===== config.mk =====
export PLATFORM = sky130hd
export DESIGN_NAME = ssp_spi_port
export DESIGN_NICKNAME = d
export VERILOG_FILES = /design/src/hw/ssp_pkg.sv /design/src/hw/ssp_sync2.sv /design/src/hw/ssp_spi_port.sv
export SDC_FILE = /design/constraint.sdc
export NUM_CORES = 1
export LEC_CHECK = 0
export ABC_AREA = 1
export BUFFER_PORTS_ARGS = -buffer_cell sky130_fd_sc_hd__buf_2
export CAP_MARGIN = 15
export CELL_PAD_IN_SITES_DETAIL_PLACEMENT = 2
export CELL_PAD_IN_SITES_GLOBAL_PLACEMENT = 2
export CORE_MARGIN = 2
export CORE_UTILIZATION = 29
export CTS_BUF_LIST = sky130_fd_sc_hd__clkbuf_4 sky130_fd_sc_hd__clkbuf_8
export DETAILED_ROUTE_END_ITERATION = 12
export PLACE_DENSITY = 0.8
export SYNTH_ARGS = -nofsm -noshare
export SYNTH_HDL_FRONTEND = slang
export SYNTH_SLANG_ARGS = --single-unit

===== constraint.sdc =====
create_clock -name clk -period 2.95 [get_ports clk]
set_clock_uncertainty 0.2 [all_clocks]
set_input_delay 0.4425 -clock clk [delete_from_list [all_inputs] [get_ports clk]]
set_output_delay 0.4425 -clock clk [all_outputs]
set_load 0.02 [all_outputs]

===== src/hw/ssp_pkg.sv =====
// Constants, field layout and carrier types for the SPI serial port.
// Assumes one clk domain at 20 MHz; pins are synchronised before use.
//
// What this block does
// - Each transfer shifts one 8-bit word out and one in together.
// - All four clock polarity and transmit edge combinations work.
// - Data out, data in and serial clock; select only as slave.
// - Slave select input can qualify slave transfers.
// - Complete received word moves to buffer unless overrun; port flag is raised either way.
// - Buffer write loads buffer and shift register together.
// - Shift register has no software access except via buffer.
// - Status low six bits read-only, upper two bits read/write.
// - First control register is fully read/write.
// - Master sample-phase bit: set samples late, clear mid-bit.
// - Clock-edge bit: set sends on active-to-idle, else idle-to-active.
// - Idle and active levels come from clock idle polarity bit.
// - Stop status bit is clear when disabled; no SPI function.
// - Buffer-full reads 1 after a received word, 0 when empty.
// - Clearing enable need not restore full reset state.
// - Every instance runs independently with own registers and pins.
// - Mode field: master /4, /16, /64, timer/2; slave with/without select.
// - Clock idle polarity set means idle high, clear idle low.
// - Shift register moves data most significant bit first.
// - Buffer write during transfer is ignored and sets collision flag.

package ssp_pkg;

    // ========================================================
    // Register map (byte addresses)
    localparam logic [7:0] ADR_BUF = 8'h00;
    localparam logic [7:0] ADR_STAT = 8'h04;
    localparam logic [7:0] ADR_CTRL1 = 8'h08;

    // ========================================================
    // Field positions
    localparam int ST_SMP = 7;
    localparam int ST_CKE = 6;
    localparam int ST_BF = 0;
    localparam int C1_WRITE_COLLISION_FLAG = 7;
    localparam int C1_OVF = 6;
    localparam int C1_EN = 5;
    localparam int C1_CKP = 4;

    // ========================================================
    // Reset values
    localparam logic [7:0] STAT_RST = 8'h00;
    localparam logic [7:0] CTRL1_RST = 8'h00;
    localparam logic [3:0] MODE_RST = 4'h0;

    // ========================================================
    // Mode field encodings
    localparam logic [3:0] MODE_M4 = 4'h0;
    localparam logic [3:0] MODE_M16 = 4'h1;
    localparam logic [3:0] MODE_M64 = 4'h2;
    localparam logic [3:0] MODE_MTMR = 4'h3;
    localparam logic [3:0] MODE_SSEL = 4'h4;
    localparam logic [3:0] MODE_SFREE = 4'h5;

    // ========================================================
    // Timing: clk cycles per serial clock half period
    localparam logic [5:0] HALF_DIV4 = 6'h02;
    localparam logic [5:0] HALF_DIV16 = 6'h08;
    localparam logic [5:0] HALF_DIV64 = 6'h20;
    // Half-period ticks per word: 16 edges, plus a trailing half bit when cke is clear
    localparam logic [4:0] EDGE_LAST = 5'h10;
    localparam logic [4:0] TICK_LAST_CKE1 = 5'h10;
    localparam logic [4:0] TICK_LAST_CKE0 = 5'h11;
    localparam logic [4:0] SHIFT_FIRST_CKE0 = 5'h03;
    localparam logic [4:0] SHIFT_LAST_CKE0 = 5'h0f;
    localparam logic [4:0] SHIFT_LAST_CKE1 = 5'h0e;
    localparam logic [2:0] SLV_LAST_BIT = 3'h7;
    localparam int WORD_BITS = 8;

    // ========================================================
    // Carrier types
    typedef struct packed {
        logic sck;
        logic sdi;
        logic ss_n;
    } ssp_pins_s;

    typedef enum logic [0:0] {MST_IDLE, MST_RUN} ssp_mst_e;

endpackage


===== src/hw/ssp_sync2.sv =====
// Two-flop synchroniser for a group of asynchronous pin levels.
// Assumes the caller reads only q; stage one feeds stage two alone.
`timescale 1ns/1ps

module ssp_sync2 #(
    parameter int W = 3
) (
    input wire logic clk,
    input wire logic srst,
    input wire logic ce,
    input wire logic [W-1:0] d,
    output logic [W-1:0] q
);

    logic [W-1:0] meta;

    // ========================================================
    // One two-stage chain per bit
    for (genvar i = 0; i < W; i++) begin : g_bit
        always_ff @(posedge clk) begin
            if (srst) begin
                meta[i] <= 1'b0;
                q[i] <= 1'b0;
            end else if (ce) begin
                meta[i] <= d[i];
                q[i] <= meta[i];
            end
        end
    end

endmodule


===== src/hw/ssp_spi_port.sv =====
// SPI mode of the synchronous serial port with a Wishbone register slave.
// Assumes a classic Wishbone master on clk and pins from another domain.
`timescale 1ns/1ps

module ssp_spi_port #(
    parameter int WORD_BITS = ssp_pkg::WORD_BITS
) (
    input wire logic clk,
    input wire logic srst,
    input wire logic ce,
    input wire logic wb_cyc_i,
    input wire logic wb_stb_i,
    input wire logic wb_we_i,
    input wire logic [7:0] wb_adr_i,
    input wire logic [3:0] wb_sel_i,
    input wire logic [31:0] wb_dat_i,
    output logic [31:0] wb_dat_o,
    output logic wb_ack_o,
    input wire logic timer_tick,
    input wire logic sck_i,
    output logic sck_o,
    output logic sck_oe,
    output logic sdo_o,
    output logic sdo_oe,
    input wire logic sdi_i,
    input wire logic ss_n_i,
    output logic port_irq_flag
);

    // Word length is fixed by the edge schedule below
    if (WORD_BITS != 8) begin : g_bad_width
        $error("ssp_spi_port supports only 8-bit words");
    end

    // ========================================================
    // State
    logic input_sample_late, cke, bf;
    logic write_collision_flag, ovf, en, clock_idle_polarity;
    logic [3:0] mode;
    logic [7:0] xbuf, shreg;
    logic rx_bit;
    ssp_pkg::ssp_mst_e mst_state;
    logic [4:0] tick;
    logic [5:0] hcnt;
    logic sck_act, sck_q;
    logic [2:0] slv_cnt;
    ssp_pkg::ssp_pins_s pin_raw, pin_s;

    // ========================================================
    // Decode and datapath terms
    logic bus_req, wr_buf, rd_buf, wr_stat, wr_ctrl;
    logic is_master, is_slave, selected, s_active, run, abort, busy;
    logic buf_load, write_collision_flag_now, ovf_now;
    logic [5:0] half_len;
    logic half_tick, m_step;
    logic [4:0] ntick;
    logic shift_t, mid_t, end_t, samp_t, last_t;
    logic s_edge, s_leave, s_samp, s_shift;
    logic samp_now, shift_now, done_now, samp_val;
    logic [7:0] rx_word, stat_rd, ctrl_rd;
    logic [31:0] rd_mux;

    assign pin_raw = {sck_i, sdi_i, ss_n_i};

    ssp_sync2 #(.W(3)) u_sync (
        .clk(clk),
        .srst(srst),
        .ce(ce),
        .d(pin_raw),
        .q(pin_s)
    );

    // Bus strobes; a request is served once, in the cycle before ack
    assign bus_req = wb_cyc_i && wb_stb_i && !wb_ack_o;
    assign wr_buf = bus_req && wb_we_i && wb_sel_i[0]
        && (wb_adr_i == ssp_pkg::ADR_BUF);
    assign rd_buf = bus_req && !wb_we_i && (wb_adr_i == ssp_pkg::ADR_BUF);
    assign wr_stat = bus_req && wb_we_i && wb_sel_i[0]
        && (wb_adr_i == ssp_pkg::ADR_STAT);
    assign wr_ctrl = bus_req && wb_we_i && wb_sel_i[0]
        && (wb_adr_i == ssp_pkg::ADR_CTRL1);

    // Mode decode; reserved codes leave the engine idle
    assign is_master = (mode[3:2] == 2'b00);
    assign is_slave = (mode == ssp_pkg::MODE_SSEL)
        || (mode == ssp_pkg::MODE_SFREE);
    assign selected = (mode == ssp_pkg::MODE_SFREE) || !pin_s.ss_n;
    assign s_active = en && is_slave && selected;
    assign run = (mst_state == ssp_pkg::MST_RUN);
    assign abort = run && (!en || !is_master);
    assign busy = run || (slv_cnt != 3'h0);

    // Collision: the write is dropped, only the flag records it
    assign write_collision_flag_now = wr_buf && busy;
    assign buf_load = wr_buf && !busy;

    // Master bit rate
    assign half_len = (mode == ssp_pkg::MODE_M4) ? ssp_pkg::HALF_DIV4
        : (mode == ssp_pkg::MODE_M16) ? ssp_pkg::HALF_DIV16
        : ssp_pkg::HALF_DIV64;
    assign half_tick = (mode == ssp_pkg::MODE_MTMR) ? timer_tick
        : (hcnt == half_len - 6'h01);
    assign m_step = run && !abort && half_tick;
    assign ntick = tick + 5'h01;

    // Edge schedule; with cke set bit 7 is out before the first edge
    assign shift_t = cke
        ? (!ntick[0] && ntick <= ssp_pkg::SHIFT_LAST_CKE1)
        : (ntick[0] && ntick >= ssp_pkg::SHIFT_FIRST_CKE0
           && ntick <= ssp_pkg::SHIFT_LAST_CKE0);
    assign mid_t = cke ? ntick[0] : !ntick[0];
    assign end_t = cke ? !ntick[0]
        : (ntick[0] && ntick >= ssp_pkg::SHIFT_FIRST_CKE0);
    assign samp_t = input_sample_late ? end_t : mid_t;
    assign last_t = (ntick == (cke ? ssp_pkg::TICK_LAST_CKE1
        : ssp_pkg::TICK_LAST_CKE0));

    // Slave edges; sample phase is assumed clear here
    assign s_edge = pin_s.sck != sck_q;
    assign s_leave = s_edge && (pin_s.sck != clock_idle_polarity);
    assign s_samp = s_active && (cke ? s_leave : (s_edge && !s_leave));
    assign s_shift = s_active && s_edge && !s_samp
        && (slv_cnt != 3'h0);

    // Merged master and slave steps
    assign samp_now = (m_step && samp_t) || s_samp;
    assign shift_now = (m_step && shift_t) || s_shift;
    assign done_now = (m_step && last_t)
        || (s_samp && slv_cnt == ssp_pkg::SLV_LAST_BIT);
    assign samp_val = samp_now ? pin_s.sdi : rx_bit;
    assign rx_word = {shreg[6:0], samp_val};
    assign ovf_now = done_now && is_slave && bf && !rd_buf;

    // Read views; bits 5..1 of status read zero in SPI use
    assign stat_rd = {input_sample_late, cke, 5'h00, bf};
    assign ctrl_rd = {write_collision_flag, ovf, en, clock_idle_polarity, mode};

    // ========================================================
    // Register read mux; the shift register is never visible
    always_comb begin
        rd_mux = 32'h0;
        if (wb_adr_i == ssp_pkg::ADR_BUF) begin
            rd_mux = {24'h0, xbuf};
        end else if (wb_adr_i == ssp_pkg::ADR_STAT) begin
            rd_mux = {24'h0, stat_rd};
        end else if (wb_adr_i == ssp_pkg::ADR_CTRL1) begin
            rd_mux = {24'h0, ctrl_rd};
        end
    end

    // Wishbone answer one cycle after the request; unmapped reads zero
    always_ff @(posedge clk) begin
        if (srst) begin
            wb_ack_o <= 1'b0;
            wb_dat_o <= 32'h0;
        end else if (ce) begin
            wb_ack_o <= bus_req;
            wb_dat_o <= (bus_req && !wb_we_i) ? rd_mux : 32'h0;
        end
    end

    // ========================================================
    // Software registers; every instance keeps its own copy
    always_ff @(posedge clk) begin
        if (srst) begin
            input_sample_late <= ssp_pkg::STAT_RST[ssp_pkg::ST_SMP];
            cke <= ssp_pkg::STAT_RST[ssp_pkg::ST_CKE];
        end else if (ce && wr_stat) begin
            input_sample_late <= wb_dat_i[ssp_pkg::ST_SMP];
            cke <= wb_dat_i[ssp_pkg::ST_CKE];
        end
    end

    // Control: hardware set of a flag wins over a software clear
    always_ff @(posedge clk) begin
        if (srst) begin
            write_collision_flag <= ssp_pkg::CTRL1_RST[ssp_pkg::C1_WRITE_COLLISION_FLAG];
            ovf <= ssp_pkg::CTRL1_RST[ssp_pkg::C1_OVF];
            en <= ssp_pkg::CTRL1_RST[ssp_pkg::C1_EN];
            clock_idle_polarity <= ssp_pkg::CTRL1_RST[ssp_pkg::C1_CKP];
            mode <= ssp_pkg::MODE_RST;
        end else if (ce) begin
            if (wr_ctrl) begin
                write_collision_flag <= wb_dat_i[ssp_pkg::C1_WRITE_COLLISION_FLAG];
                ovf <= wb_dat_i[ssp_pkg::C1_OVF];
                en <= wb_dat_i[ssp_pkg::C1_EN];
                clock_idle_polarity <= wb_dat_i[ssp_pkg::C1_CKP];
                mode <= wb_dat_i[3:0];
            end
            if (write_collision_flag_now) begin
                write_collision_flag <= 1'b1;
            end
            if (ovf_now) begin
                ovf <= 1'b1;
            end
        end
    end

    // Buffer full: set on a new word, cleared by reading the buffer
    always_ff @(posedge clk) begin
        if (srst) begin
            bf <= ssp_pkg::STAT_RST[ssp_pkg::ST_BF];
        end else if (ce) begin
            if (done_now) begin
                bf <= 1'b1;
            end else if (rd_buf) begin
                bf <= 1'b0;
            end
        end
    end

    // ========================================================
    // Buffer and shift register; overrun keeps the unread word
    always_ff @(posedge clk) begin
        if (srst) begin
            xbuf <= 8'h00;
            shreg <= 8'h00;
            rx_bit <= 1'b0;
        end else if (ce) begin
            if (buf_load) begin
                xbuf <= wb_dat_i[7:0];
                shreg <= wb_dat_i[7:0];
            end else begin
                if (shift_now) begin
                    shreg <= {shreg[6:0], samp_val};
                end
                if (done_now && !ovf_now) begin
                    xbuf <= rx_word;
                end
            end
            if (samp_now) begin
                rx_bit <= pin_s.sdi;
            end
        end
    end

    // ========================================================
    // Master sequencer; disabling stops it but keeps data and flags
    always_ff @(posedge clk) begin
        if (srst) begin
            mst_state <= ssp_pkg::MST_IDLE;
            tick <= 5'h00;
        end else if (ce) begin
            case (mst_state)
                ssp_pkg::MST_IDLE: begin
                    if (buf_load && en && is_master) begin
                        mst_state <= ssp_pkg::MST_RUN;
                        tick <= 5'h00;
                    end
                end
                ssp_pkg::MST_RUN: begin
                    if (abort) begin
                        mst_state <= ssp_pkg::MST_IDLE;
                    end else if (half_tick) begin
                        tick <= ntick;
                        if (last_t) begin
                            mst_state <= ssp_pkg::MST_IDLE;
                        end
                    end
                end
                default: mst_state <= ssp_pkg::MST_IDLE;
            endcase
        end
    end

    // Half period divider, restarted at each tick
    always_ff @(posedge clk) begin
        if (srst) begin
            hcnt <= 6'h00;
        end else if (ce) begin
            if (!run || half_tick) begin
                hcnt <= 6'h00;
            end else begin
                hcnt <= hcnt + 6'h01;
            end
        end
    end

    // Clock activity: exactly 16 toggles per word, idle otherwise
    always_ff @(posedge clk) begin
        if (srst) begin
            sck_act <= 1'b0;
        end else if (ce) begin
            if (!run || abort) begin
                sck_act <= 1'b0;
            end else if (half_tick && ntick <= ssp_pkg::EDGE_LAST) begin
                sck_act <= !sck_act;
            end
        end
    end

    // ========================================================
    // Slave bit counter; deselect drops a partial word
    always_ff @(posedge clk) begin
        if (srst) begin
            slv_cnt <= 3'h0;
            sck_q <= 1'b0;
        end else if (ce) begin
            sck_q <= pin_s.sck;
            if (!s_active) begin
                slv_cnt <= 3'h0;
            end else if (s_samp) begin
                slv_cnt <= slv_cnt + 3'h1;
            end
        end
    end

    // ========================================================
    // Pin drivers and port flag, all registered
    always_ff @(posedge clk) begin
        if (srst) begin
            sck_o <= 1'b0;
            sck_oe <= 1'b0;
            sdo_o <= 1'b0;
            sdo_oe <= 1'b0;
            port_irq_flag <= 1'b0;
        end else if (ce) begin
            sck_o <= clock_idle_polarity ^ sck_act;
            sck_oe <= en && is_master;
            sdo_o <= shreg[7];
            sdo_oe <= en && (is_master || (is_slave && selected));
            port_irq_flag <= done_now;
        end
    end

    // ========================================================
    // Checks
    logic [4:0] tgl_cnt;
    always_ff @(posedge clk) begin
        if (srst || (ce && buf_load)) begin
            tgl_cnt <= 5'h00;
        end else if (ce && m_step && ntick <= ssp_pkg::EDGE_LAST) begin
            tgl_cnt <= tgl_cnt + 5'h01;
        end
    end

    chk_edge_count:
    assert property (@(posedge clk) disable iff (srst)
        ce && m_step && last_t |=> tgl_cnt == 5'h10)
    else $error("master word did not give sixteen clock edges");

    chk_idle_level:
    assert property (@(posedge clk) disable iff (srst)
        ce && !run |=> sck_o == $past(clock_idle_polarity))
    else $error("serial clock not at idle level between words");

    chk_write_collision_flag_set:
    assert property (@(posedge clk) disable iff (srst)
        ce && write_collision_flag_now |=> write_collision_flag && (xbuf == $past(xbuf) || $past(done_now)))
    else $error("collision write not refused or flag not set");

    chk_load_both:
    assert property (@(posedge clk) disable iff (srst)
        ce && buf_load |=> xbuf == $past(wb_dat_i[7:0])
            && shreg == $past(wb_dat_i[7:0]))
    else $error("buffer write did not load both registers");

    chk_msb_first:
    assert property (@(posedge clk) disable iff (srst)
        ce && buf_load ##1 ce |=> sdo_o == $past(wb_dat_i[7], 2))
    else $error("first bit out is not the most significant");

    chk_word_done:
    assert property (@(posedge clk) disable iff (srst)
        ce && done_now && !ovf_now |=> bf && port_irq_flag
            && xbuf == $past(rx_word))
    else $error("received word not moved to buffer");

    chk_read_clear:
    assert property (@(posedge clk) disable iff (srst)
        ce && rd_buf && !done_now |=> !bf)
    else $error("buffer read did not clear full flag");

    chk_stat_write:
    assert property (@(posedge clk) disable iff (srst)
        ce && wr_stat && !done_now && !rd_buf |=>
            {input_sample_late, cke} == $past(wb_dat_i[7:6]) && bf == $past(bf))
    else $error("status write handled wrongly");

    chk_ctrl_write:
    assert property (@(posedge clk) disable iff (srst)
        ce && wr_ctrl |=> {en, clock_idle_polarity, mode} == $past(wb_dat_i[5:0]))
    else $error("control write not stored");

    chk_select_gate:
    assert property (@(posedge clk) disable iff (srst)
        ce && en && mode == ssp_pkg::MODE_SSEL && pin_s.ss_n
            |=> slv_cnt == 3'h0 && !sdo_oe)
    else $error("deselected slave still active");

    cov_master_word: cover property (@(posedge clk) m_step && last_t);
    cov_slave_word: cover property (@(posedge clk) s_samp && done_now);
    cov_collision: cover property (@(posedge clk) write_collision_flag_now);
    cov_overrun: cover property (@(posedge clk) ovf_now);

endmodule


==> results.md <==
* Layer with the highest usage: met2
* Die Wd at 114 um
* M2 GR Usage at between 30% and 40%
* Min Tclk post-route at around 2.7 ns
* FF-to-FF End: shreg[0]$_SDFFE_PP0P_
* CP Class: reg2reg
* RSZ-0062 raised after global routing: false
* Setup TNS at 0 ns
* Antenna-violating nets left at 0
* GR Overflow Total at 0
* Iter 0 DRT Violations at 56
* # Max-Cap Violations at 0
* Io pins at a little over 90
* All-Layer GR Usage at between 10% and 20%
* Flop2flop setup slack at between 0.2 and 0.3 ns
* PD cells at ~470 nW/um^2
* Hold Vio Cnt, Final at 0
* Worst R2R Start: tick[0]$_SDFFE_PP0P_
* Async set or reset register ratio after synthesis at 0%
* Clock transition at the registers of the reported paths at 0.07 ns
* Vias per Instance at 4.86
* WL/cell at roughly 16 um
* Rel. slew slack at 56.3%
* Max-slew violation count at 0
* Netlist cell types at 39
* Cts bufs inserted at 9
* Register area share after synthesis at 37.0%
* DR vias at between 3000 and 4000
* Die Span Y at 114 um
* Full die area at about 13000 um^2
* FP Rows at 40
* Fin area at just under 4000 um^2
* Most common cell after layout, fill and taps aside: nand2_1
* Hold buffers post-CTS at 0
* Residual DRC at 0
* Worst vdd ir at about 0.20 mV
* 1st-pass router iterations at 4
* R2R depth at 14
* Number of global-route vias before repair at ~3700
* CTS resizes at 0
* Synth Flop Type: dfxtp_1
* Status: finished clean
* Most frequent cells in the layout: nand2_1, nor2_1, dfxtp_1
* #FFs+latches synth at 65
* Leakage power at approximately 0.0018 uW
* Port bufs at 40
* Netlist Area Pre-Place at 3510 um^2
* CP Capture Type: flip-flop
* H-tree levels at 3
* Total setup buffers inserted after CTS at 0
* TritonCTS clock tree: yes
* Critical Path AT at about 2.7 ns
* First-pass GRT wire length at approximately 19000 um
* Worst-Margin Slew at about 0.66 ns
* CP startpoint: tick[0]$_SDFFE_PP0P_
* Mapped Avg Cell Area at a little under 7 um^2
* Area growth from synthesis to layout at 12.9%
* Pin count of the biggest net entering global routing at 33
* Worst-path maximum fanout at 11
* Setup violators final at 0
* Post-DP HPWL at roughly 8600 um
* RePlAce Congestion at about 0.78
* Fmax at between 300 and 400 MHz
* Final period util at about nine tenths
* Worst Hold End: u_sync.meta[0]$_SDFFE_PP0P_
* Root Buffer: clkbuf_8
* Worst min path class: in2reg
* Total detailed-routing wirelength at between 10000 and 15000 um
* FILL cells at approximately 1500
* N_diodes at 0
* Initial antenna violation count at 0
* CP startpoint kind: flip-flop
* Initial Util at 29.5%
* Warnings from Yosys at 0
* Share of cells above drive strength 1 at 16.1%
* Longest Clk Path Bufs at 2
* Mapped Cells at between 500 and 600
* Nets at 607
* EDFF count, synth at 0
* Met3 GRT Util at ~3.1%
* Clock sink count at 65
* Worst Hold Depth at 3
* Core region area at ~12000 um^2
* DP Area at 3760 um^2
* Crit path required time at ~3.0 ns
* Clock insertion delay at the later pin of the skew report at roughly 0.37 ns
* Hold Crit Start: ss_n_i
* Global-route met1 utilization at between 20% and 30%
==> layer usage <==
layer	wire length, um	vias to the layer above
met1	4960	1664
met5	0	-
met2	5710	41
li1	-	1670
met4	345	0
met3	256	20
==> registers in the layout, indices dropped and copies added, names as in the netlist, 3 cells and up <==
register / count
shreg: 8
wb_dat_o: 8
xbuf: 8
hcnt: 6
tick: 5
mode: 4
slv_cnt: 3
u_sync.meta: 3
u_sync.q: 3
==> area by class of cell <==
| cell class | instances | area, um^2 | area share [%] |
|---|---|---|---|
| Clock buffer | 13 | 160 | 4.04 |
| Clock inverter | 3 | 40.0 | 1.01 |
| Inverter | 55 | 206 | 5.21 |
| Multi-Input combinational cell | 369 | 1820 | 45.9 |
| Sequential cell | 65 | 1300 | 32.8 |
| Tap cell | 147 | 184 | 4.64 |
| Timing Repair Buffer | 47 | 253 | 6.37 |
==> critical path, stage by stage (launching register included) <==
cell and delay [ns]:
dfxtp_2 0.43, inv_1 0.12, ha_1 0.38, o21ai_0 0.20, nor2_1 0.09, nand2_1 0.09
nand2_1 0.08, o21ai_1 0.13, nand2_1 0.09, nand2_1 0.10, nand2_2 0.16, inv_1 0.24
nand3_1 0.13, nand2_1 0.08, inv_1 0.04
==> per-stage QoR <==
| stage | worst slack, ns | std cells | util [%] | hold slack, ns | power, uW |
|---|---|---|---|---|---|
| 4_1_cts | 0.161 | 699 | 33.3 | 0.103 | 1870 |
| 3_5_place_dp | 0.202 | 683 | 31.6 | 0.263 | 1070 |
| 6_report | 0.298 | 699 | 33.3 | 0.111 | 1860 |
| 3_3_place_gp | 0.382 | 683 | 31.6 | 0.237 | 1060 |
| 5_1_grt | 0.0853 | 699 | 33.3 | 0.121 | 1930 |
| 2_1_floorplan | 0.864 | 531 | - | 0.225 | 1040 |
==> synth_stat cells (3+ instances only) <==
library cell | number | area share [%]
buf_4 | 24 | 5.1
a21oi_2 | 3 | 0.75
xor2_1 | 4 | 1.0
nand4_1 | 4 | 0.71
nand3_1 | 21 | 3.0
a211oi_1 | 9 | 1.9
buf_6 | 3 | 0.96
dfxtp_1 | 65 | 37
a21oi_1 | 34 | 4.8
inv_1 | 51 | 5.4
nand2_2 | 3 | 0.53
nor3_2 | 3 | 0.85
o21ai_0 | 35 | 5.0
nor4_1 | 3 | 0.53
nand2_1 | 103 | 11
nand2_4 | 4 | 1.3
nor3_1 | 5 | 0.71
ha_1 | 6 | 2.1
o21ai_1 | 9 | 1.3
o211ai_1 | 4 | 0.85
nor2_1 | 79 | 8.4
inv_2 | 4 | 0.43
clkbuf_1 | 13 | 1.4
==> how the worst max path moves through the flow <==
stage                                  to  slack, ns  depth (start not counted)
finish              shreg[0]$_SDFFE_PP0P_       0.30                         14
global route        shreg[0]$_SDFFE_PP0P_       0.09                         14
CTS                 shreg[0]$_SDFFE_PP0P_       0.16                         14
floorplan           shreg[6]$_SDFFE_PP0P_       0.86                         14
global placement    shreg[0]$_SDFFE_PP0P_       0.38                         14
detailed placement  shreg[0]$_SDFFE_PP0P_       0.20                         14
==> report_power, final <==
part | switching [uW] | internal (uW)
Clock | 366 | 439
Combinational | 111 | 39.6
Sequential | 9.57 | 890
Total | 487 | 1370
==> kinds of logic after synthesis <==
logic type                 share of synthesized area (%)
AOI/OAI and AO/OA                                   15.7
adders and majority gates                           2.14
buffers and inverters                               13.6
xor gates and xnor gates                            1.25
and+or+nand+nor                                     30.1
DFF                                                 37.0
other                                              0.107
Note: power is estimated with default switching activity, not from simulation.
